**config.mk**
```make
export PLATFORM = sky130hd
export DESIGN_NAME = pfss_pin_mux
export DESIGN_NICKNAME = d
export VERILOG_FILES = /design/src/rtl/pfss_pkg.sv /design/src/rtl/pfss_pin_mux.sv /design/src/rtl/pfss_pin_cell.sv
export VERILOG_INCLUDE_DIRS = /design/src /design/src/rtl
export SDC_FILE = /design/constraint.sdc
export NUM_CORES = 1
export LEC_CHECK = 0
export ABC_AREA = 1
export BUFFER_PORTS_ARGS = -buffer_cell sky130_fd_sc_hd__buf_2
export CAP_MARGIN = 20
export CELL_PAD_IN_SITES_DETAIL_PLACEMENT = 1
export CELL_PAD_IN_SITES_GLOBAL_PLACEMENT = 1
export CORE_MARGIN = 1.5
export CORE_UTILIZATION = 35
export CTS_BUF_LIST = sky130_fd_sc_hd__clkbuf_4
export CTS_CLUSTER_SIZE = 30
export DETAILED_ROUTE_END_ITERATION = 8
export PLACE_DENSITY_LB_ADDON = 0.1
export SETUP_SLACK_MARGIN = 0.1
export SYNTH_ARGS = -nofsm -noshare
export SYNTH_HDL_FRONTEND = slang
export SYNTH_SLANG_ARGS = --single-unit
```
**constraint.sdc**
```tcl
create_clock -name clock -period 1.77 [get_ports clock]
set_input_delay 0.0885 -clock clock [delete_from_list [all_inputs] [get_ports clock]]
set_output_delay 0.0885 -clock clock [all_outputs]
set_load 0.01 [all_outputs]
```
**src/rtl/pfss_defines.svh**
```systemverilog
// Register offsets, field positions, reset values and decode codes of the pin function block
`ifndef PFSS_DEFINES_SVH
`define PFSS_DEFINES_SVH

// Byte addresses of the word registers
`define PFSS_OFF_SLEW 4'h0
`define PFSS_OFF_PA_LOW 4'h4
`define PFSS_OFF_PA_HIGH 4'h8
`define PFSS_OFF_PB 4'hC

// Reset value of every selection and slew register
`define PFSS_RST_BYTE 8'h00

// Implemented bits of the slew register
`define PFSS_SLEW_MASK 8'h0F
`define PFSS_PIN3_SLEW_LSB 2
`define PFSS_PIN1_SLEW_LSB 0

// Two-bit function codes
`define PFSS_CODE_GPIO 2'h0
`define PFSS_CODE_ALT1 2'h1
`define PFSS_CODE_ALT2 2'h2
`define PFSS_CODE_ALT3 2'h3

`endif

```
**src/rtl/pfss_pkg.sv**
```systemverilog
// Types shared by the pin function block
package pfss_pkg;

    // Wishbone request from the master
    typedef struct packed {
        logic cyc;
        logic stb;
        logic we;
        logic [3:0] adr;
        logic [3:0] sel;
        logic [31:0] dat;
    } pfss_wb_req_t;

    // Wishbone answer to the master
    typedef struct packed {
        logic ack;
        logic [31:0] dat;
    } pfss_wb_rsp_t;

    // Per-pin output latch and direction bits from the general I/O logic
    typedef struct packed {
        logic [7:0] gpio_out;
        logic [7:0] gpio_dir;
    } pfss_port_ctl_t;

    // Peripheral outputs that can reach the pins
    typedef struct packed {
        logic std_timer_output;
        logic spi_data_out;
        logic driver1_low_side;
        logic driver1_high_side;
        logic driver0_low_side;
        logic driver0_high_side;
        logic [3:0] segment_common;
    } pfss_periph_out_t;

    // Decoded function of a port A pin
    typedef enum logic [2:0] {
        PFSS_FN_GPIO,
        PFSS_FN_ANALOG,
        PFSS_FN_REF,
        PFSS_FN_TIMER,
        PFSS_FN_SPI,
        PFSS_FN_UNDEF
    } pfss_func_t;

endpackage

```
**src/rtl/pfss_pin_mux.sv**
```systemverilog
// Pin function select for ports A and B and slew control for port B pins 1 and 3 with a Wishbone register slave
//
// Function
// - slew bits 3:2 set port B pin 3 slew level 0 to 3.
// - slew bits 1:0 set port B pin 1 slew level 0 to 3.
// - slew register bits 7:4 are absent and read zero.
// - port A pin 3 code 01 gives analog and battery sense, else I/O with irq 0.
// - port A pin 2: 01 analog channel 9, 10 reference, else I/O.
// - port A pin 1 code 01 gives protect input 0 and analog 10.
// - port A pin 0 code 01 gives protect input 1 and analog 11.
// - port A pin 7 code 01 gives analog 6, else I/O with irq 2.
// - port A pin 6 code 01 gives analog 7, else I/O with irq 1.
// - port A pin 5: 01 timer out, 10 serial data out, 11 undefined.
// - port A pin 4: 01 timer out, 10 serial data in, 11 undefined.
// - port B select bits 7 to 4 give segment commons 3 to 0.
// - port B select bits 3 to 0 give driver 1L, 1H, 0L, 0H.
// - general I/O direction one is input, zero drives the output latch.
`timescale 1ns/10ps
`include "pfss_defines.svh"

module pfss_pin_mux (
    // Clock and reset
    input wire logic clock,
    input wire logic rst_b,
    // Wishbone slave
    input wire pfss_pkg::pfss_wb_req_t wb_req,
    output pfss_pkg::pfss_wb_rsp_t wb_rsp,
    // General I/O latches and directions
    input wire pfss_pkg::pfss_port_ctl_t porta_ctl,
    input wire pfss_pkg::pfss_port_ctl_t portb_ctl,
    // Peripheral outputs
    input wire pfss_pkg::pfss_periph_out_t periph_out,
    // Port A pins
    input wire logic [7:0] porta_pin_in,
    output logic [7:0] porta_pin_out,
    output logic [7:0] porta_pin_oe_b,
    // Port B pins
    output logic [7:0] portb_pin_out,
    output logic [7:0] portb_pin_oe_b,
    // Slew levels of port B pins 1 and 3
    output logic [1:0] pin1_slew_level,
    output logic [1:0] pin3_slew_level,
    // Routed inputs to peripherals
    output logic ext_irq_zero,
    output logic ext_irq_one,
    output logic ext_irq_two,
    output logic protect_input_zero,
    output logic protect_input_one,
    output logic spi_data_in,
    // Analog switch enables, bit n is channel n; reference and battery sense
    output logic [11:0] analog_channel_en,
    output logic battery_sense_in,
    output logic reference_in_en
);
    import pfss_pkg::*;

    // Selection and slew registers
    logic [7:0] odd_pin_slew_select;
    logic [7:0] porta_low_func_select;
    logic [7:0] porta_high_func_select;
    logic [7:0] portb_func_select;

    // Port A pin synchroniser
    logic [7:0] pa_sync1;
    logic [7:0] pa_sync2;

    // Bus decode and read data
    logic wb_hit;
    logic [31:0] next_rdata;
    logic [7:0] wdata_byte;

    // Port A decode and pin cell outputs
    logic [1:0] porta_pin_func [0:7];
    pfss_func_t pa_fn [0:7];
    logic [7:0] pa_sel;
    logic [7:0] pa_drv;
    logic [7:0] pa_pout;
    logic [7:0] pa_out_c;
    logic [7:0] pa_oe_c;

    // Port B pin cell outputs
    logic [7:0] pb_out_c;
    logic [7:0] pb_oe_c;
    logic [7:0] pb_pout;

    // Decode of a two-bit function field for a given port A pin
    function automatic pfss_func_t pa_decode(input int pin, input logic [1:0] code);
        pfss_func_t fn;
        fn = PFSS_FN_GPIO;
        // Only pins 4 and 5 carry timer and serial functions; only pin 2 has the reference
        case (code)
            `PFSS_CODE_ALT1:
            begin
                if (pin == 4 || pin == 5)
                    fn = PFSS_FN_TIMER;
                else
                    fn = PFSS_FN_ANALOG;
            end
            `PFSS_CODE_ALT2:
            begin
                if (pin == 2)
                    fn = PFSS_FN_REF;
                else if (pin == 4 || pin == 5)
                    fn = PFSS_FN_SPI;
                else
                    fn = PFSS_FN_GPIO;
            end
            `PFSS_CODE_ALT3:
            begin
                if (pin == 4 || pin == 5)
                    fn = PFSS_FN_UNDEF;
                else
                    fn = PFSS_FN_GPIO;
            end
            default: fn = PFSS_FN_GPIO;
        endcase
        return fn;
    endfunction

    // A request is answered once; ack drops in the following cycle
    // Gating on ack keeps a strobe held by the master from being taken twice
    assign wb_hit = wb_req.cyc && wb_req.stb && !wb_rsp.ack;
    assign wdata_byte = wb_req.dat[7:0];

    // Registers written through byte lane 0; reset clears every field
    // A write with lane 0 off is still acknowledged but changes nothing
    always_ff @(posedge clock or negedge rst_b)
    begin
        if (!rst_b)
        begin
            odd_pin_slew_select <= `PFSS_RST_BYTE;
            porta_low_func_select <= `PFSS_RST_BYTE;
            porta_high_func_select <= `PFSS_RST_BYTE;
            portb_func_select <= `PFSS_RST_BYTE;
        end
        else if (wb_hit && wb_req.we && wb_req.sel[0])
        begin
            case (wb_req.adr)
                `PFSS_OFF_SLEW: odd_pin_slew_select <= wdata_byte & `PFSS_SLEW_MASK;
                `PFSS_OFF_PA_LOW: porta_low_func_select <= wdata_byte;
                `PFSS_OFF_PA_HIGH: porta_high_func_select <= wdata_byte;
                `PFSS_OFF_PB: portb_func_select <= wdata_byte;
                default: ;
            endcase
        end
    end

    // Read data mux; unmapped addresses read zero and are still acknowledged
    always_comb
    begin
        next_rdata = 32'h00000000;
        case (wb_req.adr)
            `PFSS_OFF_SLEW: next_rdata[7:0] = odd_pin_slew_select & `PFSS_SLEW_MASK;
            `PFSS_OFF_PA_LOW: next_rdata[7:0] = porta_low_func_select;
            `PFSS_OFF_PA_HIGH: next_rdata[7:0] = porta_high_func_select;
            `PFSS_OFF_PB: next_rdata[7:0] = portb_func_select;
            default: next_rdata = 32'h00000000;
        endcase
    end

    // Bus answer one cycle after the request is seen
    always_ff @(posedge clock or negedge rst_b)
    begin
        if (!rst_b)
        begin
            wb_rsp <= '0;
        end
        else
        begin
            wb_rsp.ack <= wb_hit;
            wb_rsp.dat <= wb_hit ? next_rdata : 32'h00000000;
        end
    end

    // Two-stage synchroniser for the port A pin inputs
    // Only the second stage feeds logic; the first may still be settling
    always_ff @(posedge clock or negedge rst_b)
    begin
        if (!rst_b)
        begin
            pa_sync1 <= 8'h00;
            pa_sync2 <= 8'h00;
        end
        else
        begin
            pa_sync1 <= porta_pin_in;
            pa_sync2 <= pa_sync1;
        end
    end

    // Per-pin function decode for port A
    genvar gi;
    generate
        for (gi = 0; gi < 8; gi++)
        begin : g_pa
            if (gi < 4)
                assign porta_pin_func[gi] = porta_low_func_select[2*gi +: 2];
            else
                assign porta_pin_func[gi] = porta_high_func_select[2*(gi-4) +: 2];
            assign pa_fn[gi] = pa_decode(gi, porta_pin_func[gi]);
            // Undefined code parks the pin as an input with no peripheral attached
            assign pa_sel[gi] = (pa_fn[gi] != PFSS_FN_GPIO);
            assign pa_drv[gi] = (pa_fn[gi] == PFSS_FN_TIMER) || (gi == 5 && pa_fn[gi] == PFSS_FN_SPI);
            assign pa_pout[gi] = (pa_fn[gi] == PFSS_FN_TIMER) ? periph_out.std_timer_output
                                                             : periph_out.spi_data_out;
            pfss_pin_cell u_pa_cell (
                .periph_sel(pa_sel[gi]),
                .periph_drives(pa_drv[gi]),
                .periph_out(pa_pout[gi]),
                .gpio_out(porta_ctl.gpio_out[gi]),
                .gpio_dir(porta_ctl.gpio_dir[gi]),
                .pin_out(pa_out_c[gi]),
                .pin_oe_b(pa_oe_c[gi])
            );
        end
    endgenerate

    // Port B peripheral sources: bits 7..4 segment commons 3..0, bits 3..0 driver outputs
    assign pb_pout = {periph_out.segment_common[3], periph_out.segment_common[2],
                      periph_out.segment_common[1], periph_out.segment_common[0],
                      periph_out.driver1_low_side, periph_out.driver1_high_side,
                      periph_out.driver0_low_side, periph_out.driver0_high_side};

    // Port B selected functions always drive their pins
    generate
        for (gi = 0; gi < 8; gi++)
        begin : g_pb
            pfss_pin_cell u_pb_cell (
                .periph_sel(portb_func_select[gi]),
                .periph_drives(1'b1),
                .periph_out(pb_pout[gi]),
                .gpio_out(portb_ctl.gpio_out[gi]),
                .gpio_dir(portb_ctl.gpio_dir[gi]),
                .pin_out(pb_out_c[gi]),
                .pin_oe_b(pb_oe_c[gi])
            );
        end
    endgenerate

    // Port A pin drive; reset leaves every pin an undriven input so nothing fights the board
    always_ff @(posedge clock or negedge rst_b)
    begin
        if (!rst_b)
        begin
            porta_pin_out <= 8'h00;
            porta_pin_oe_b <= 8'hFF;
        end
        else
        begin
            porta_pin_out <= pa_out_c;
            porta_pin_oe_b <= pa_oe_c;
        end
    end

    // Port B pin drive, registered like port A
    always_ff @(posedge clock or negedge rst_b)
    begin
        if (!rst_b)
        begin
            portb_pin_out <= 8'h00;
            portb_pin_oe_b <= 8'hFF;
        end
        else
        begin
            portb_pin_out <= pb_out_c;
            portb_pin_oe_b <= pb_oe_c;
        end
    end

    // Slew levels taken straight from the two fields
    always_ff @(posedge clock or negedge rst_b)
    begin
        if (!rst_b)
        begin
            pin1_slew_level <= 2'h0;
            pin3_slew_level <= 2'h0;
        end
        else
        begin
            pin3_slew_level <= odd_pin_slew_select[`PFSS_PIN3_SLEW_LSB +: 2];
            pin1_slew_level <= odd_pin_slew_select[`PFSS_PIN1_SLEW_LSB +: 2];
        end
    end

    // External interrupt inputs follow their pins only while the pin is general I/O
    always_ff @(posedge clock or negedge rst_b)
    begin
        if (!rst_b)
        begin
            ext_irq_zero <= 1'b0;
            ext_irq_one <= 1'b0;
            ext_irq_two <= 1'b0;
        end
        else
        begin
            ext_irq_zero <= (pa_fn[3] == PFSS_FN_GPIO) && pa_sync2[3];
            ext_irq_one <= (pa_fn[6] == PFSS_FN_GPIO) && pa_sync2[6];
            ext_irq_two <= (pa_fn[7] == PFSS_FN_GPIO) && pa_sync2[7];
        end
    end

    // Protection inputs share pins 1 and 0 with analog channels 10 and 11
    always_ff @(posedge clock or negedge rst_b)
    begin
        if (!rst_b)
        begin
            protect_input_zero <= 1'b0;
            protect_input_one <= 1'b0;
        end
        else
        begin
            protect_input_zero <= (pa_fn[1] == PFSS_FN_ANALOG) && pa_sync2[1];
            protect_input_one <= (pa_fn[0] == PFSS_FN_ANALOG) && pa_sync2[0];
        end
    end

    // Serial data input is held low outside serial mode so a floating pin feeds no noise
    always_ff @(posedge clock or negedge rst_b)
    begin
        if (!rst_b)
        begin
            spi_data_in <= 1'b0;
        end
        else
        begin
            spi_data_in <= (pa_fn[4] == PFSS_FN_SPI) && pa_sync2[4];
        end
    end

    // Analog switch enables, battery sense and reference input
    always_ff @(posedge clock or negedge rst_b)
    begin
        if (!rst_b)
        begin
            analog_channel_en <= 12'h000;
            battery_sense_in <= 1'b0;
            reference_in_en <= 1'b0;
        end
        else
        begin
            analog_channel_en <= {(pa_fn[0] == PFSS_FN_ANALOG), (pa_fn[1] == PFSS_FN_ANALOG),
                                  (pa_fn[2] == PFSS_FN_ANALOG), (pa_fn[3] == PFSS_FN_ANALOG),
                                  (pa_fn[6] == PFSS_FN_ANALOG), (pa_fn[7] == PFSS_FN_ANALOG),
                                  6'h00};
            battery_sense_in <= (pa_fn[3] == PFSS_FN_ANALOG);
            reference_in_en <= (pa_fn[2] == PFSS_FN_REF);
        end
    end

endmodule

```
**src/rtl/pfss_pin_cell.sv**
```systemverilog
// One multiplexed pin: chooses peripheral or general I/O drive and direction
`timescale 1ns/10ps

module pfss_pin_cell (
    // Selection
    input wire logic periph_sel,
    input wire logic periph_drives,
    input wire logic periph_out,
    // General I/O
    input wire logic gpio_out,
    input wire logic gpio_dir,
    // Pin drive
    output logic pin_out,
    output logic pin_oe_b
);

    // Peripheral output replaces the latch; otherwise direction bit 1 means input
    always_comb
    begin
        if (periph_sel)
        begin
            pin_out = periph_drives ? periph_out : 1'b0;
            pin_oe_b = ~periph_drives;
        end
        else
        begin
            pin_out = gpio_out;
            pin_oe_b = gpio_dir;
        end
    end

endmodule

```
======== Word-level counts from Yosys, hierarchy flattened ========
Cells that the tools add are included.
storage, ports and cells
  flip-flop bits (word level) ............. 103
  latch bits .............................. 0
  RAM bits ................................ 0
  bits in read-only memories .............. 0
  output and inout bits ................... 89
  logic and storage cells ................. 143
  memories kept ........................... 0
cells by class
  add/subtract/negate cells ............... 0
  multipliers ............................. 0
  div/mod/pow operators ................... 0
  $lt $le $gt $ge ......................... 0
  equal/unequal tests ..................... 33
  shift-type cells ........................ 0
  mux-type cells .......................... 51
  bitwise gates (word level) .............. 8
  reductions and logical operators ........ 28
operators by type and width
  kind                                                             number
  1-bit two-way mux                                                46
  8-bit one-hot mux with 4 select lines                            1
  3-bit by 2-bit == test with 1-bit output, second input constant  9
  3-bit nonzero test                                               8
  3-bit by 1-bit == test with 1-bit output, second input constant  6
  3-bit one-hot mux with 3 select lines                            2
  2-bit by 1-bit == test with 1-bit output, second input constant  8
  2-bit == test, second input constant                             5
  1-bit logical AND                                                10
  3-bit logical NOT                                                3
  4-bit == test, second input constant                             2
  8-bit two-way mux                                                1
  1-bit NOT                                                        8
  2-bit AND reduction                                              4
  3-bit == test, second input constant                             2
  4-bit by 3-bit == test with 1-bit output, second input constant  1
  4-bit logical NOT                                                1
  2-bit one-hot mux with 2 select lines                            1
  1-bit logical NOT                                                1
  1-bit logical OR                                                 1

======== Logic depth before layout (Yosys ltp) ========
  depth in word-level cells ............... 6
  depth in mapped cells ................... 7

======== Cells and area by module ========
A second synthesis with hierarchy kept.
second synthesis, totals
  cells, all modules ...................... 472
  area total of the unflattened synthesis .. 4196.5 um2
modules (own cells, without submodules)
  module         times used  cells an instance  area an instance (um2)  sequential area each (um2)
  pfss_pin_mux   1           344                3696.0                  2472.4
  pfss_pin_cell  16          8                  31.3                    0.0

======== Worst setup path after synthesis ========
Ideal clock, no wire load.
  path kind ............................... flip-flop to flip-flop
  start point ............................. register wb_rsp[32] in the netlist's numbering
  end point ............................... register odd_pin_slew_select[0]
  setup time .............................. 117 ps
  arrival time ............................ 1243 ps
  setup slack ............................. 410 ps
  stages on the path, launching flop included .. 8
  path buffers ............................ 1
  path through ............................ dfrtp_1 -> inv_1 -> nand3_2 -> nor2_1 -> buf_4 -> nand2_1 -> nand2_1 -> nand2_1
on the way
  longest elaborated chain between the ends .. 5
ends and longest elaborated chain
  item                            RTL line             RTL
  start, declared                 pfss_pin_mux.sv:27   output pfss_pkg::pfss_wb_rsp_t wb_rsp,
  1-bit logical NOT               pfss_pin_mux.sv:122  assign wb_hit = wb_req.cyc && wb_req.stb && !wb_rsp.ack;
  1-bit logical AND               pfss_pin_mux.sv:122
  1-bit logical AND (2 in a row)  pfss_pin_mux.sv:136  else if (wb_hit && wb_req.we && wb_req.sel[0])
  2-bit AND reduction (no line)   --
  end signal, assigned            pfss_pin_mux.sv:131  odd_pin_slew_select <= `PFSS_RST_BYTE;
  end signal, assigned            pfss_pin_mux.sv:139  `PFSS_OFF_SLEW: odd_pin_slew_select <= wdata_byte & `PFSS_SLEW_MASK;
  end, declared                   pfss_pin_mux.sv:58   logic [7:0] odd_pin_slew_select;
No other way between the ends.
A chain may end at the register's enable or synchronous reset.

======== Final worst setup path ========
  start point ............................. register porta_high_func_select[3]
  end point ............................... register porta_pin_out[5]
on the way
  longest elaborated chain between the ends .. 6
  elaborated cells on any way between the ends .. 11
  those cells by class .................... 5 x eq/ne; 4 x mux; 2 x reduce/logical
ends and longest elaborated chain
  item                                                                       RTL line                                  RTL
  start, declared                                                            pfss_pin_mux.sv:60                        logic [7:0] porta_high_func_select;
  start signal, assigned                                                     pfss_pin_mux.sv:133                       porta_high_func_select <= `PFSS_RST_BYTE;
  start signal, assigned                                                     pfss_pin_mux.sv:141                       `PFSS_OFF_PA_HIGH: porta_high_func_select <= wdata_byte;
  2-bit == test or 2-bit by 1-bit == test with 1-bit output (tied branches)  pfss_pin_mux.sv:91                        case (code)
  3-bit one-hot mux with 3 select lines *                                    pfss_pin_mux.sv:91
  3-bit by 2-bit == test with 1-bit output or 3-bit == test (tied branches)  pfss_pin_mux.sv:203, pfss_pin_mux.sv:204
  1-bit two-way mux or 1-bit logical OR (tied branches)                      pfss_pin_mux.sv:204, pfss_pin_mux.sv:203
  1-bit two-way mux                                                          pfss_pin_cell.sv:22                       pin_out = periph_drives ? periph_out : 1'b0;
  1-bit two-way mux *                                                        pfss_pin_cell.sv:20                       if (periph_sel)
  named net g_pa[5].u_pa_cell.pin_out                                        pfss_pin_cell.sv:13                       output logic pin_out,
  end signal, assigned                                                       pfss_pin_mux.sv:250                       porta_pin_out <= pa_out_c;
  end, declared                                                              pfss_pin_mux.sv:35                        output logic [7:0] porta_pin_out,
Mark *: on every way through the listed nets, which the timed path passes. The rest lies on a longest branch.

==> summary.md <==
| Metric | Value |
|---|---|
| Hold path start | wb_req[38] |
| Via count | 3,225 |
| Total Neg Setup Slack | 0 ps |
| Max FO, Critical Path | 2 |
| Async set-reset flop share out of synthesis | 100% |
| Placed Cells | 659 |
| Layout area overhead | 38.4% |
| Critical path data required time | 2120 ps |
| Commonest cells in the netlist | nand2_1, dfrtp_1, nand3_1 |
| Endpoints failing setup | 0 |
| Hold Path End | porta_low_func_select[7] |
| Number of synthesis warnings | 0 |
| DRT Wirelength | 10,200 µm |
| Reg clk slew, reported paths | 160 ps |
| Final max-slew violation count | 0 |
| Clock tree from TritonCTS | yes |
| Worst Tran Pin Value | 620 ps |
| Min Hold Slack | 85.9 ps |
| Leak | 3.04 nW |
| Final Skew | 18.5 ps |
| Setup slack after layout | 175 ps |
| Status | finished, final reports clean |
| Count leader, synth | nand2_1 |
| Remaining antenna violation count | 0 |
| Layout Nets | 695 |
| Crit start category | flop |
| CP Capture Type | flop |
| Router iterations before antenna repair | 4 |
| Initial core utilization | 36.2% |
| Post-synth EDFFs | 0 |
| Max_slew headroom | 58.5% |
| Clock sinks | 98 |
| Area after DPL | 0.00471 mm² |
| Hold Vio Cnt, Final | 0 |
| Final Util | 50.2% |
| Post-synthesis cell type count | 22 |
| CORE AREA | 0.0109 mm² |
| Die W | 109 µm |
| Hold Crit Depth | 5 |
| IO buf count | 124 |
| Reg-to-Reg Start | porta_high_func_select[3] |
| Synth top area cells | dfrtp_1, dfstp_2, nand2_1 |
| Worst VDD drop | 329 µV |
| Hold Path Class | in -> reg |
| Register area | 0.00247 mm² |
| Vias per inst | 4.36 |
| Vias in the first global route | 3,331 |
| Longest Clk Path Bufs | 2 |
| Pwr Density | 784 mW/mm² |
| Synthesized instance count | 393 |
| Reg2reg end | porta_pin_out[5] |
| Share of layout cells above drive strength 1 | 31.7% |
| Most used flip-flop cell after synthesis | dfrtp_1 |
| Final Power | 4.30 mW |
| Filler cell count | 1,321 |
| Post-Syn Area per Cell | 10.1 µm² |
| Non-Filler Instances | 740 |
| Yosys reg bits | 98 |
| Sequential fraction of the synthesis area | 62.4% |
| Gr usage total | 18.0% |
| Reg2reg path depth | 5 |
| Max-cap viol count | 0 |
| Post-route cell area | 0.00549 mm² |
| Post-route clock period utilization | 90.1% |
| Synth top area share | 51.8% |
| Antenna violations before repair | 1 |
| Largest net degree at the start of global routing | 47 |
| Die Y | 109 µm |
| Post-DP HPWL | 6880 µm |
| DR DRC count | 0 |
| I/O pin cnt | 184 |
| Crit path DAT | 1950 ps |
| H-tree Lvls | 3 |
| Yosys top cell by area | dfrtp_1 |
| FP Rows | 38 |
| RSZ-0062 raised after global routing | no |
| First-pass GRT wire length | 16,100 µm |
| Fmax | 627 MHz |
| WS Path Type | reg -> reg |
| Period minus WS final | 1590 ps |
| CTS Root Cell | clkbuf_4 |
| Die Area | 0.0120 mm² |
| WL/cell | 13.8 µm |
| Grt ovf | 0 |
| First-iteration detailed-routing DRC count | 92 |
| Area occupied by multi-input gates | 0.00117 mm² |
| Pre-CTS WS | 314 ps |
| R2r setup slk | 180 ps |
| Synth Cell Area | 0.00396 mm² |
| Worst-skew pair later-pin latency | 460 ps |
| CTS Buf Count | 9 |
| GPL Wtd Cong | 0.793 |
placed cells by master (no fill, tap or decap), types with 3 or more instances in the layout:
cell type / instances
buf_2: 123
buf_4: 10
clkbuf_4: 9
conb_1: 30
dfrtp_1: 82
dfstp_2: 16
dlygate4sd3_1: 62
ha_1: 5
inv_1: 47
mux2_2: 8
nand2_1: 83
nand2_2: 3
nand3_1: 61
nor2_1: 30
nor2_2: 3
o21ai_0: 4
or2_2: 5
critical path, cell delays in order (launching register included):
cell,delay [ps]
dfrtp_1,420
inv_2,80
ha_2,270
o2111ai_1,110
nand2_1,60
dlygate4sd3_1,550
cell type report:
type	instances	area share, %
sequential	98	45.1
timing repair buffer	197	24.6
multi-input combinational	240	21.3
inverter	48	3.28
tap	140	3.19
clock inverter	7	1.25
clock buffer	9	1.23
antenna	1	0.0456
metal layers:
layer  vias to the layer above  track usage (%)  routed length (µm)
li1                       1567                -                   -
met1                      1527             22.3                4390
met2                       120             30.8                5010
met3                        11             2.90                 625
met4                         0             7.79                 165
met5                         -                0                   0
worst max-delay path by stage:
stage,from,end,cells after the start,slack [ps]
2_1_floorplan,wb_rsp[32],odd_pin_slew_select[0],7,410
3_3_place_gp,wb_rsp[32],porta_high_func_select[6],7,360
3_5_place_dp,wb_rsp[32],porta_high_func_select[6],7,310
4_1_cts,porta_high_func_select[3],porta_pin_out[5],5,140
5_1_grt,porta_high_func_select[3],porta_pin_out[5],5,110
6_report,porta_high_func_select[3],porta_pin_out[5],5,180
logic make-up (layout without fill, tap and decap cells):
logic type | count (synthesis) | in the layout | share of synthesized area (%)
multiplexers | 8 | 8 | 2.27
other | 1 | 31 | 0.0946
adder cells (fa/ha/maj) | 6 | 6 | 1.89
AO/OA/AOI/OAI | 7 | 7 | 1.04
flip-flops | 98 | 98 | 62.4
buffers and inverters | 84 | 261 | 11.0
AND/OR/NAND/NOR | 189 | 189 | 21.3
timing repair:
action	4_1_cts	5_1_grt
buffers inserted	0	2
hold buffers	62	0
setup endpoints to repair	0	1
gates resized for setup	0	2
hold endpoints to repair	142	0
registers in the layout (all words and copies together), names as in the netlist, 8 cells and up:
register and flops:
wb_rsp 9, portb_func_select 8, porta_pin_out 8, porta_low_func_select 8, porta_pin_oe_b 8, porta_high_func_select 8
portb_pin_oe_b 8, portb_pin_out 8
power by group:
part / switching [mW] / internal (mW) / total, mW
sequential: 0.0699 / 2.40 / 2.47
combinational: 0.338 / 0.303 / 0.642
clock: 0.758 / 0.429 / 1.19
Note: power is estimated with default switching activity, not from simulation.
